$ cat src/design/upgrade_pkg.sv
// constants and types shared by the remote image upgrade controller
package upgrade_pkg;
  // ************************************************************
  // timing
  // ************************************************************
  localparam int CLK_HZ        = 20_000_000;
  localparam int CLK_PERIOD_NS = 50;
  localparam int OSC_HZ        = 10_000_000;
  localparam int OSC_DIV       = CLK_HZ / OSC_HZ;
  localparam int REQ_MIN_NS    = 250;
  localparam int REQ_CYC       = (REQ_MIN_NS + CLK_PERIOD_NS - 1) / CLK_PERIOD_NS;
  // ************************************************************
  // control / update word layout
  // ************************************************************
  localparam int CTRL_W    = 38;
  localparam int ANF_BIT   = 0;
  localparam int PAGE_LSB  = 1;
  localparam int PAGE_W    = 24;
  localparam int WDEN_BIT  = 25;
  localparam int WDT_LSB   = 26;
  localparam int WDT_W     = 12;
  localparam int WDC_W     = 29;
  localparam int WDC_ZEROS = 17;
  localparam logic [CTRL_W-1:0] CTRL_RESET   = 38'h00_0000_0000;
  localparam logic [PAGE_W-1:0] FACTORY_PAGE = 24'h00_0000;
  // ************************************************************
  // status word layout
  // ************************************************************
  localparam int STAT_W    = 5;
  localparam int ST_CRC    = 0;
  localparam int ST_NSTAT  = 1;
  localparam int ST_FABRIC = 2;
  localparam int ST_EXTPIN = 3;
  localparam int ST_WDOG   = 4;
  localparam logic [STAT_W-1:0] STAT_RESET = 5'h00;
  localparam int SHIFT_W   = STAT_W + CTRL_W;
  // ************************************************************
  // apb map
  // ************************************************************
  localparam int ADDR_W = 8;
  localparam logic [ADDR_W-1:0] A_STATUS    = 8'h00;
  localparam logic [ADDR_W-1:0] A_CTRL_PAGE = 8'h04;
  localparam logic [ADDR_W-1:0] A_CTRL_WD   = 8'h08;
  localparam logic [ADDR_W-1:0] A_UPD_PAGE  = 8'h0C;
  localparam logic [ADDR_W-1:0] A_UPD_WD    = 8'h10;
  localparam logic [ADDR_W-1:0] A_STATE     = 8'h14;
  localparam logic [ADDR_W-1:0] A_WD_COUNT  = 8'h18;
  // wd word: timer in [11:0], enable [12], anf [13]
  localparam int WR_EN_BIT  = 12;
  localparam int WR_ANF_BIT = 13;
  typedef enum logic [1:0] {
    ST_LOAD_FACTORY = 2'b00,
    ST_FACTORY      = 2'b01,
    ST_LOAD_APP     = 2'b10,
    ST_APP          = 2'b11
  } state_t;
endpackage

$ cat src/design/remote_image_upgrade_control.sv
// remote image upgrade controller: update/control/status registers, watchdog, sequencer, apb slave
//
// Chosen here: register access over APB and the placing of the registers.
`timescale 1ns/1ns
`default_nettype none
module remote_image_upgrade_control #(
  parameter int osc_div = upgrade_pkg::OSC_DIV,
  parameter int req_cyc = upgrade_pkg::REQ_CYC
) (
  input  wire logic                             pclk,
  input  wire logic                             presetn,
  input  wire logic                             psel,
  input  wire logic                             penable,
  input  wire logic                             pwrite,
  input  wire logic [upgrade_pkg::ADDR_W-1:0]   paddr,
  input  wire logic [31:0]                      pwdata,
  output logic      [31:0]                      prdata,
  output logic                                  pready,
  output logic                                  pslverr,
  input  wire logic                             upgrade_shift_clock,
  input  wire logic                             upgrade_serial_in,
  input  wire logic                             shift_or_load_select,
  input  wire logic                             capture_or_commit_select,
  input  wire logic                             fabric_reconfig_request_n,
  input  wire logic                             watchdog_restart_n,
  input  wire logic                             external_reconfig_pin_n,
  input  wire logic                             config_error_line_n,
  input  wire logic                             config_crc_error,
  input  wire logic                             config_done,
  output logic                                  upgrade_serial_out,
  output logic                                  config_start,
  output logic                                  load_application,
  output logic      [upgrade_pkg::PAGE_W-1:0]   image_start_page
);
  if (osc_div < 2 || req_cyc < 1 || req_cyc > 7) begin : g_bad
    $error("unsupported divider or request hold count");
  end

  localparam int SYN_N = 8;
  localparam int OSC_CW = $clog2(osc_div);
  localparam int WR_EN_BIT_L = upgrade_pkg::WR_EN_BIT;
  localparam int WR_ANF_BIT_L = upgrade_pkg::WR_ANF_BIT;
  localparam logic [upgrade_pkg::STAT_W-1:0] STAT_FABRIC_ONLY = 5'h04;
  // ************************************************************
  // pin synchronisers and request filters
  // ************************************************************
  logic [SYN_N-1:0] sync1, sync2, sync3;
  logic [SYN_N-1:0] pins;
  assign pins = {config_error_line_n, external_reconfig_pin_n, watchdog_restart_n, fabric_reconfig_request_n,
                 capture_or_commit_select, shift_or_load_select, upgrade_serial_in, upgrade_shift_clock};
  always_ff @(posedge pclk or negedge presetn) begin
    if (!presetn) begin
      sync1 <= 8'hFF;
      sync2 <= 8'hFF;
      sync3 <= 8'hFF;
    end else begin
      sync1 <= pins;
      sync2 <= sync1;
      sync3 <= sync2;
    end
  end
  logic shclk_rise, ser_in, shift_sel, capt_sel, ext_fall, errline_low;
  assign shclk_rise  = sync2[0] & ~sync3[0];
  assign ser_in      = sync2[1];
  assign shift_sel   = sync2[2];
  assign capt_sel    = sync2[3];
  assign ext_fall    = ~sync2[6] & sync3[6];
  assign errline_low = ~sync2[7];

  // index 0: fabric request, index 1: watchdog restart
  logic [1:0] req_acc;
  logic [2:0] req_cnt [2];
  for (genvar k = 0; k < 2; k++) begin : g_filt
    logic [2:0] next_cnt;
    always_comb begin
      next_cnt = 3'h0;
      if (!sync2[4+k]) begin
        next_cnt = (req_cnt[k] == 3'(req_cyc)) ? req_cnt[k] : req_cnt[k] + 3'h1;
      end
    end
    always_ff @(posedge pclk or negedge presetn) begin
      if (!presetn) begin
        req_cnt[k] <= 3'h0;
      end else begin
        req_cnt[k] <= next_cnt;
      end
    end
    assign req_acc[k] = !sync2[4+k] && req_cnt[k] == 3'(req_cyc - 1);
  end

  // ************************************************************
  // oscillator tick and watchdog
  // ************************************************************
  upgrade_pkg::state_t state, next_state;
  logic [upgrade_pkg::CTRL_W-1:0] ctrl, next_ctrl, upd, next_upd;
  logic [OSC_CW-1:0] osc_cnt, next_osc_cnt;
  logic [upgrade_pkg::WDC_W-1:0] wd_cnt, next_wd_cnt, wd_limit;
  logic osc_tick, watchdog_enable_bit, wd_timeout;
  assign osc_tick = osc_cnt == OSC_CW'(osc_div - 1);
  assign watchdog_enable_bit = state == upgrade_pkg::ST_APP && ctrl[upgrade_pkg::ANF_BIT] && ctrl[upgrade_pkg::WDEN_BIT];
  assign wd_limit = {ctrl[upgrade_pkg::WDT_LSB +: upgrade_pkg::WDT_W], {upgrade_pkg::WDC_ZEROS{1'b0}}};
  assign wd_timeout = watchdog_enable_bit && wd_cnt >= wd_limit;
  always_comb begin
    next_osc_cnt = osc_tick ? '0 : osc_cnt + OSC_CW'(1);
    next_wd_cnt = wd_cnt;
    if (!watchdog_enable_bit || req_acc[1]) begin
      next_wd_cnt = '0;
    end else if (osc_tick && !wd_timeout) begin
      next_wd_cnt = wd_cnt + 29'h1;
    end
  end
  always_ff @(posedge pclk or negedge presetn) begin
    if (!presetn) begin
      osc_cnt <= '0;
      wd_cnt  <= '0;
    end else begin
      osc_cnt <= next_osc_cnt;
      wd_cnt  <= next_wd_cnt;
    end
  end

  // ************************************************************
  // shift register on the sampled shift clock
  // ************************************************************
  logic [upgrade_pkg::SHIFT_W-1:0] shift_reg, next_shift;
  logic [upgrade_pkg::STAT_W-1:0] status, next_status;
  logic commit;
  assign commit = shclk_rise && !shift_sel && !capt_sel;
  always_comb begin
    next_shift = shift_reg;
    if (shclk_rise && shift_sel) begin
      next_shift = {ser_in, shift_reg[upgrade_pkg::SHIFT_W-1:1]};
    end else if (shclk_rise && capt_sel) begin
      // factory sees the update word, an application its control word
      next_shift = {status, ctrl[upgrade_pkg::ANF_BIT] ? ctrl : upd};
    end
  end
  always_ff @(posedge pclk or negedge presetn) begin
    if (!presetn) begin
      shift_reg <= '0;
    end else begin
      shift_reg <= next_shift;
    end
  end
  assign upgrade_serial_out = shift_reg[0];

  // ************************************************************
  // apb slave
  // ************************************************************
  logic apb_wr, wr_ok, mapped, writable;
  logic [31:0] next_prdata;
  logic next_pready, next_pslverr;
  assign apb_wr = psel && penable && pwrite && pready && !pslverr;
  assign wr_ok = !ctrl[upgrade_pkg::ANF_BIT];
  always_comb begin
    mapped = 1'b1;
    writable = 1'b0;
    next_prdata = 32'h0000_0000;
    unique case (paddr)
      upgrade_pkg::A_STATUS:    next_prdata[upgrade_pkg::STAT_W-1:0] = status;
      upgrade_pkg::A_CTRL_PAGE: next_prdata[upgrade_pkg::PAGE_W-1:0] = ctrl[upgrade_pkg::PAGE_LSB +: upgrade_pkg::PAGE_W];
      upgrade_pkg::A_CTRL_WD:   next_prdata[13:0] = {ctrl[upgrade_pkg::ANF_BIT], ctrl[upgrade_pkg::WDEN_BIT],
                                                     ctrl[upgrade_pkg::WDT_LSB +: upgrade_pkg::WDT_W]};
      upgrade_pkg::A_UPD_PAGE: begin
        next_prdata[upgrade_pkg::PAGE_W-1:0] = upd[upgrade_pkg::PAGE_LSB +: upgrade_pkg::PAGE_W];
        writable = wr_ok;
      end
      upgrade_pkg::A_UPD_WD: begin
        next_prdata[13:0] = {upd[upgrade_pkg::ANF_BIT], upd[upgrade_pkg::WDEN_BIT],
                             upd[upgrade_pkg::WDT_LSB +: upgrade_pkg::WDT_W]};
        writable = wr_ok;
      end
      upgrade_pkg::A_STATE:     next_prdata[1:0] = state;
      upgrade_pkg::A_WD_COUNT:  next_prdata[upgrade_pkg::WDC_W-1:0] = wd_cnt;
      default:                  mapped = 1'b0;
    endcase
    next_pready  = psel && !penable;
    next_pslverr = psel && !penable && (!mapped || (pwrite && !writable));
    if (!(psel && !penable && !pwrite)) begin
      next_prdata = 32'h0000_0000;
    end
  end
  always_ff @(posedge pclk or negedge presetn) begin
    if (!presetn) begin
      prdata  <= 32'h0000_0000;
      pready  <= 1'b0;
      pslverr <= 1'b0;
    end else begin
      prdata  <= next_prdata;
      pready  <= next_pready;
      pslverr <= next_pslverr;
    end
  end

  // ************************************************************
  // sequencer
  // ************************************************************
  logic [upgrade_pkg::STAT_W-1:0] cause;
  logic next_start, next_app;
  logic [upgrade_pkg::PAGE_W-1:0] next_page;
  always_comb begin
    next_state  = state;
    next_ctrl   = ctrl;
    next_upd    = upd;
    next_status = status;
    next_start  = 1'b0;
    next_page   = image_start_page;
    next_app    = load_application;
    cause = '0;
    cause[upgrade_pkg::ST_CRC]    = config_crc_error;
    cause[upgrade_pkg::ST_NSTAT]  = errline_low;
    cause[upgrade_pkg::ST_FABRIC] = req_acc[0];
    cause[upgrade_pkg::ST_EXTPIN] = ext_fall;
    cause[upgrade_pkg::ST_WDOG]   = wd_timeout;
    // only the factory image may change the update word
    if (commit && wr_ok) begin
      next_upd = shift_reg[upgrade_pkg::CTRL_W-1:0];
    end
    if (apb_wr && paddr == upgrade_pkg::A_UPD_PAGE) begin
      next_upd[upgrade_pkg::PAGE_LSB +: upgrade_pkg::PAGE_W] = pwdata[upgrade_pkg::PAGE_W-1:0];
    end
    if (apb_wr && paddr == upgrade_pkg::A_UPD_WD) begin
      next_upd[upgrade_pkg::WDT_LSB +: upgrade_pkg::WDT_W] = pwdata[upgrade_pkg::WDT_W-1:0];
      next_upd[upgrade_pkg::WDEN_BIT] = pwdata[WR_EN_BIT_L];
      next_upd[upgrade_pkg::ANF_BIT]  = pwdata[WR_ANF_BIT_L];
    end
    unique case (state)
      upgrade_pkg::ST_LOAD_FACTORY: begin
        if (config_done) begin
          next_state = upgrade_pkg::ST_FACTORY;
        end
      end
      upgrade_pkg::ST_FACTORY: begin
        if (req_acc[0] && !ext_fall) begin
          next_ctrl   = upd;
          next_status = STAT_FABRIC_ONLY;
          next_start  = 1'b1;
          next_page   = upd[upgrade_pkg::PAGE_LSB +: upgrade_pkg::PAGE_W];
          next_app    = upd[upgrade_pkg::ANF_BIT];
          next_state  = upd[upgrade_pkg::ANF_BIT] ? upgrade_pkg::ST_LOAD_APP : upgrade_pkg::ST_LOAD_FACTORY;
        end
      end
      upgrade_pkg::ST_LOAD_APP: begin
        if (config_done && !config_crc_error && !errline_low) begin
          next_state = upgrade_pkg::ST_APP;
        end
      end
      upgrade_pkg::ST_APP: begin
      end
    endcase
    // fallback to factory image
    if (ext_fall || ((state == upgrade_pkg::ST_LOAD_FACTORY || state == upgrade_pkg::ST_LOAD_APP)
                     && (config_crc_error || errline_low))
        || (state == upgrade_pkg::ST_APP && cause != '0)) begin
      next_ctrl   = upgrade_pkg::CTRL_RESET;
      next_upd    = upgrade_pkg::CTRL_RESET;
      next_status = cause;
      next_start  = 1'b1;
      next_page   = upgrade_pkg::FACTORY_PAGE;
      next_app    = 1'b0;
      next_state  = upgrade_pkg::ST_LOAD_FACTORY;
    end
  end
  // registers, watchdog and this sequencer form the controller
  always_ff @(posedge pclk or negedge presetn) begin
    if (!presetn) begin
      state            <= upgrade_pkg::ST_LOAD_FACTORY;
      ctrl             <= upgrade_pkg::CTRL_RESET;
      upd              <= upgrade_pkg::CTRL_RESET;
      status           <= upgrade_pkg::STAT_RESET;
      config_start     <= 1'b0;
      image_start_page <= upgrade_pkg::FACTORY_PAGE;
      load_application <= 1'b0;
    end else begin
      state            <= next_state;
      ctrl             <= next_ctrl;
      upd              <= next_upd;
      status           <= next_status;
      config_start     <= next_start;
      image_start_page <= next_page;
      load_application <= next_app;
    end
  end
endmodule // remote_image_upgrade_control
`default_nettype wire

$ cat config.mk
export PLATFORM = sky130hd
export DESIGN_NAME = remote_image_upgrade_control
export DESIGN_NICKNAME = d
export VERILOG_FILES = /design/src/design/upgrade_pkg.sv /design/src/design/remote_image_upgrade_control.sv
export SDC_FILE = /design/constraint.sdc
export NUM_CORES = 1
export LEC_CHECK = 0
export BUFFER_PORTS_ARGS = -buffer_cell sky130_fd_sc_hd__buf_2
export CORE_AREA = 2 2 180 182
export DETAILED_ROUTE_END_ITERATION = 16
export DIE_AREA = 0 0 182 184
export PLACE_DENSITY = 0.49
export SLEW_MARGIN = 5
export SYNTH_ARGS = -nofsm -noshare
export SYNTH_HDL_FRONTEND = slang
export SYNTH_SLANG_ARGS = --single-unit
$ cat constraint.sdc
create_clock -name pclk -period 2.5 [get_ports pclk]
set_input_delay 0.125 -clock pclk [delete_from_list [all_inputs] [get_ports pclk]]
set_output_delay 0.125 -clock pclk [all_outputs]
set_load 0.02 [all_outputs]
==> results.tsv <==
stage	metric	value	unit
outcome	status	complete, no violations	
critical_path	worstPathMaxFanout	29	
sta	fmax	419	MHz
placement	place_ws	0.000127	ns
drt	wl_met1	15.9	mm
critical_path	critical-path-slowest-cell	or4_4	
sta	setup_tns	0	ns
global_routing	grt_overflow_total	0	
die	ios	116	
die	floorplan.initialDensity	34.8	%
power	cell_internal_pwr	6.08	mW
drt	top_layer	met4	
synth	synthArstFlopShare	100	%
critical_path	crit_chain	or4_4 -> nor4_4 -> a31oi_4 -> a31oi_4 -> or3_4 -> clkbuf_16 -> o21bai_1	
layout	n_antenna_cell	0	
drt	wl_met3	1.45	mm
sta	period_share	95.5	%
critical_path	required	2.91	ns
sta	slew_violations	0	
critical_path	critPathLaunchType	flip-flop	
power	comb_power_share	6.7	%
drt	dr.pass1.iters	6	
layout	area_growth	23.5	%
layout	design_area	13500	um^2
global_routing	grt_first_pass_wirelength	53.4	mm
sta	finalHoldViolCount	0	
clock_network	clockRootBuffer	clkbuf_16	
power	ir_worst_vdd	0.000436	V
sta	min_period	2.39	ns
clock_network	cts_tree	done	
drt	vias	9179	
die	die_h	184	um
clock_network	cts.sinks	212	
job	maxCapViolCount	0	
synth	synth_area	10900	um^2
placement	place_hpwl	23.0	mm
drt	viasPerCell	5.39	
die	die_x	182	um
drt	wl_met2	15.8	mm
die	fp-row-count	65	
layout	final_common_cell	dfrtp_1	
global_routing	grt_pass1_vias	9105	
critical_path	crit_type	reg2reg	
clock_network	path_clk_slew	0.06	ns
power	power_density	591	nW/um^2
power	p_sw_share	23.7	%
global_routing	grt_util_all_layers	20.3	%
layout	layout_common_cells	dfrtp_1 (193), nand2_1 (171), a21oi_1 (106), buf_2 (103), nor2_1 (96)	
layout	largest_register_ffs	43	
placement	placed_cell_area	12100	um^2
power	pwr-share-seq	44.7	%
power	p_clk_share	48.6	%
sta	slew_headroom	29.1	%
layout	final_util	43.0	%
critical_path	cp_common_cell	a31oi_4	
drt	drt_iter0_markers	618	
sta	setup_ws	0.113	ns
synth	ys_seq_elements	212	
drt	wl	34.1	mm
power	switchingPower	1.89	mW
power	p_leak	5.71	nW
layout	fill_cells	3096	
layout	drive_gt1_share	22.6	%
die	coreArea	31400	um^2
drt	drc	0	
synth	synth_area_per_cell	9.54	um^2
synth	yosysWarnings	0	
clock_network	cts_buffers	25	
critical_path	cp_num_buf_inv	1	
die	dieArea	33500	um^2
placement	portBuffers	104	
global_routing	antenna_found_initial	0	
sta	finalSetupViolCount	0	
global_routing	grt_max_degree	73	
layout	stdcell_count	1704	
sta	worst_slew_pin_slew	1.06	ns
synth	synthFlopType	dfrtp_1	
synth	synth_edf_count	0	
min_path	hp-class	in2async	
drt	wl_per_cell	20.0	um
power	power	7.97	mW
critical_path	endpoint_kind	flip-flop	
critical_path	crit_arrival	2.80	ns
layout	fin_nets	1364	
critical_path	slowest_delay	0.57	ns
clock_network	clock_path_buffers	3	
placement	routabilityCongestion	0.815	
sta	finalClockSkew	0.0122	ns
synth	synth.distinct_cells	56	
synth	ys_seq_area_share	48.8	%
drt	ant_nets	0	
synth	synthCells	1145	
placement	placed_cells	1614	
clock_network	clock_latency	0.53	ns
clock_network	htreeDepth	1	
sta	hold_slack	0.0894	ns
critical_path	cpLargestDelayFamily	simple AND/OR/NAND/NOR gates	
metal layers:
metal	vias up	track usage, %
met5	-	0
met4	0	6.52
met3	62	2.81
met2	226	32.7
met1	4566	28.2
li1	4325	-
layout make-up:
type                    instances  area, um^2  area share, %
clock buffers                  35         703           5.21
clock inverters                10         163           1.21
inverters                      28         105          0.779
multi-input cells             800        5020           37.2
flip-flops and latches        212        5330           39.5
well taps                     402         503           3.73
repair buffers                217        1670           12.4
cell families after synthesis:
kind of cell | count (synthesis) | synth area share (%)
other cells | 1 | 0.0343
flops | 212 | 48.8
simple gates | 384 | 16.2
xor+xnor | 2 | 0.160
fa+ha+maj | 25 | 2.86
buf+inv | 135 | 6.28
mux | 86 | 8.31
compound gates | 300 | 17.4
cell usage after synthesis (3+ instances only):
cell | count | share of area [%]
dfrtp_1 | 194 | 44
nand2_1 | 172 | 5.9
a21oi_1 | 110 | 5.0
nor2_1 | 96 | 3.3
mux2i_1 | 67 | 6.1
o21ai_0 | 66 | 3.0
clkbuf_1 | 46 | 1.6
buf_4 | 37 | 2.5
inv_1 | 28 | 0.96
ha_1 | 25 | 2.9
o22ai_1 | 22 | 1.3
a211oi_1 | 21 | 1.4
a22oi_1 | 18 | 1.2
dfstp_2 | 18 | 4.3
or3_1 | 18 | 1.0
a211oi_2 | 17 | 1.9
mux2_2 | 17 | 1.8
or4_1 | 17 | 1.2
nand3_1 | 16 | 0.73
and3_1 | 14 | 0.80
buf_2 | 14 | 0.64
o31ai_1 | 13 | 0.89
nand4_1 | 10 | 0.57
nor3_1 | 8 | 0.37
a222oi_1 | 7 | 0.64
buf_1 | 7 | 0.24
and4_1 | 6 | 0.48
nand2b_1 | 6 | 0.34
nor2b_1 | 6 | 0.34
a31oi_1 | 5 | 0.29
a221oi_1 | 4 | 0.32
and2_1 | 4 | 0.23
a32oi_1 | 3 | 0.24
buf_6 | 3 | 0.31
o211ai_1 | 3 | 0.21
repair_timing:
item / in CTS / in global routing
setup buffers: 0 / 4
endpoints found under the setup margin: 3 / 103
gates cloned: 0 / 2
resized for setup: 1 / 21
hold endpoints to repair: 219 / 0
hold buffers: 39 / 0
pin swaps: 0 / 4
power groups by stage:
stage,clock (mW),combinational [mW],sequential [mW]
finish,3.87,0.534,3.57
global route,4.11,0.591,3.57
CTS,3.96,0.509,3.57
detailed placement,0,0.461,3.63
global placement,0,0.457,3.62
floorplan,0,0.246,3.61
final timing paths:
check / depth (start not counted) / startpoint / slack, ns / end
min: 2 / presetn / 0.09 / req_cnt[3]$_DFFE_PN0P_
max reg2reg: 7 / wd_cnt[15]$_DFFE_PN0P_ / 0.11 / status[4]$_DFFE_PN0P_
min in group pclk: 4 / paddr[6] / 0.17 / pslverr$_DFF_PN0_
min reg2reg: 0 / sync1[1]$_DFF_PN1_ / 0.35 / sync2[1]$_DFF_PN1_
max: 7 / wd_cnt[15]$_DFFE_PN0P_ / 0.11 / status[4]$_DFFE_PN0P_
max in group asynchronous: 3 / presetn / 1.56 / upd[17]$_DFFE_PN0P_
No activity file was read; power rests on OpenSTA's default activity.
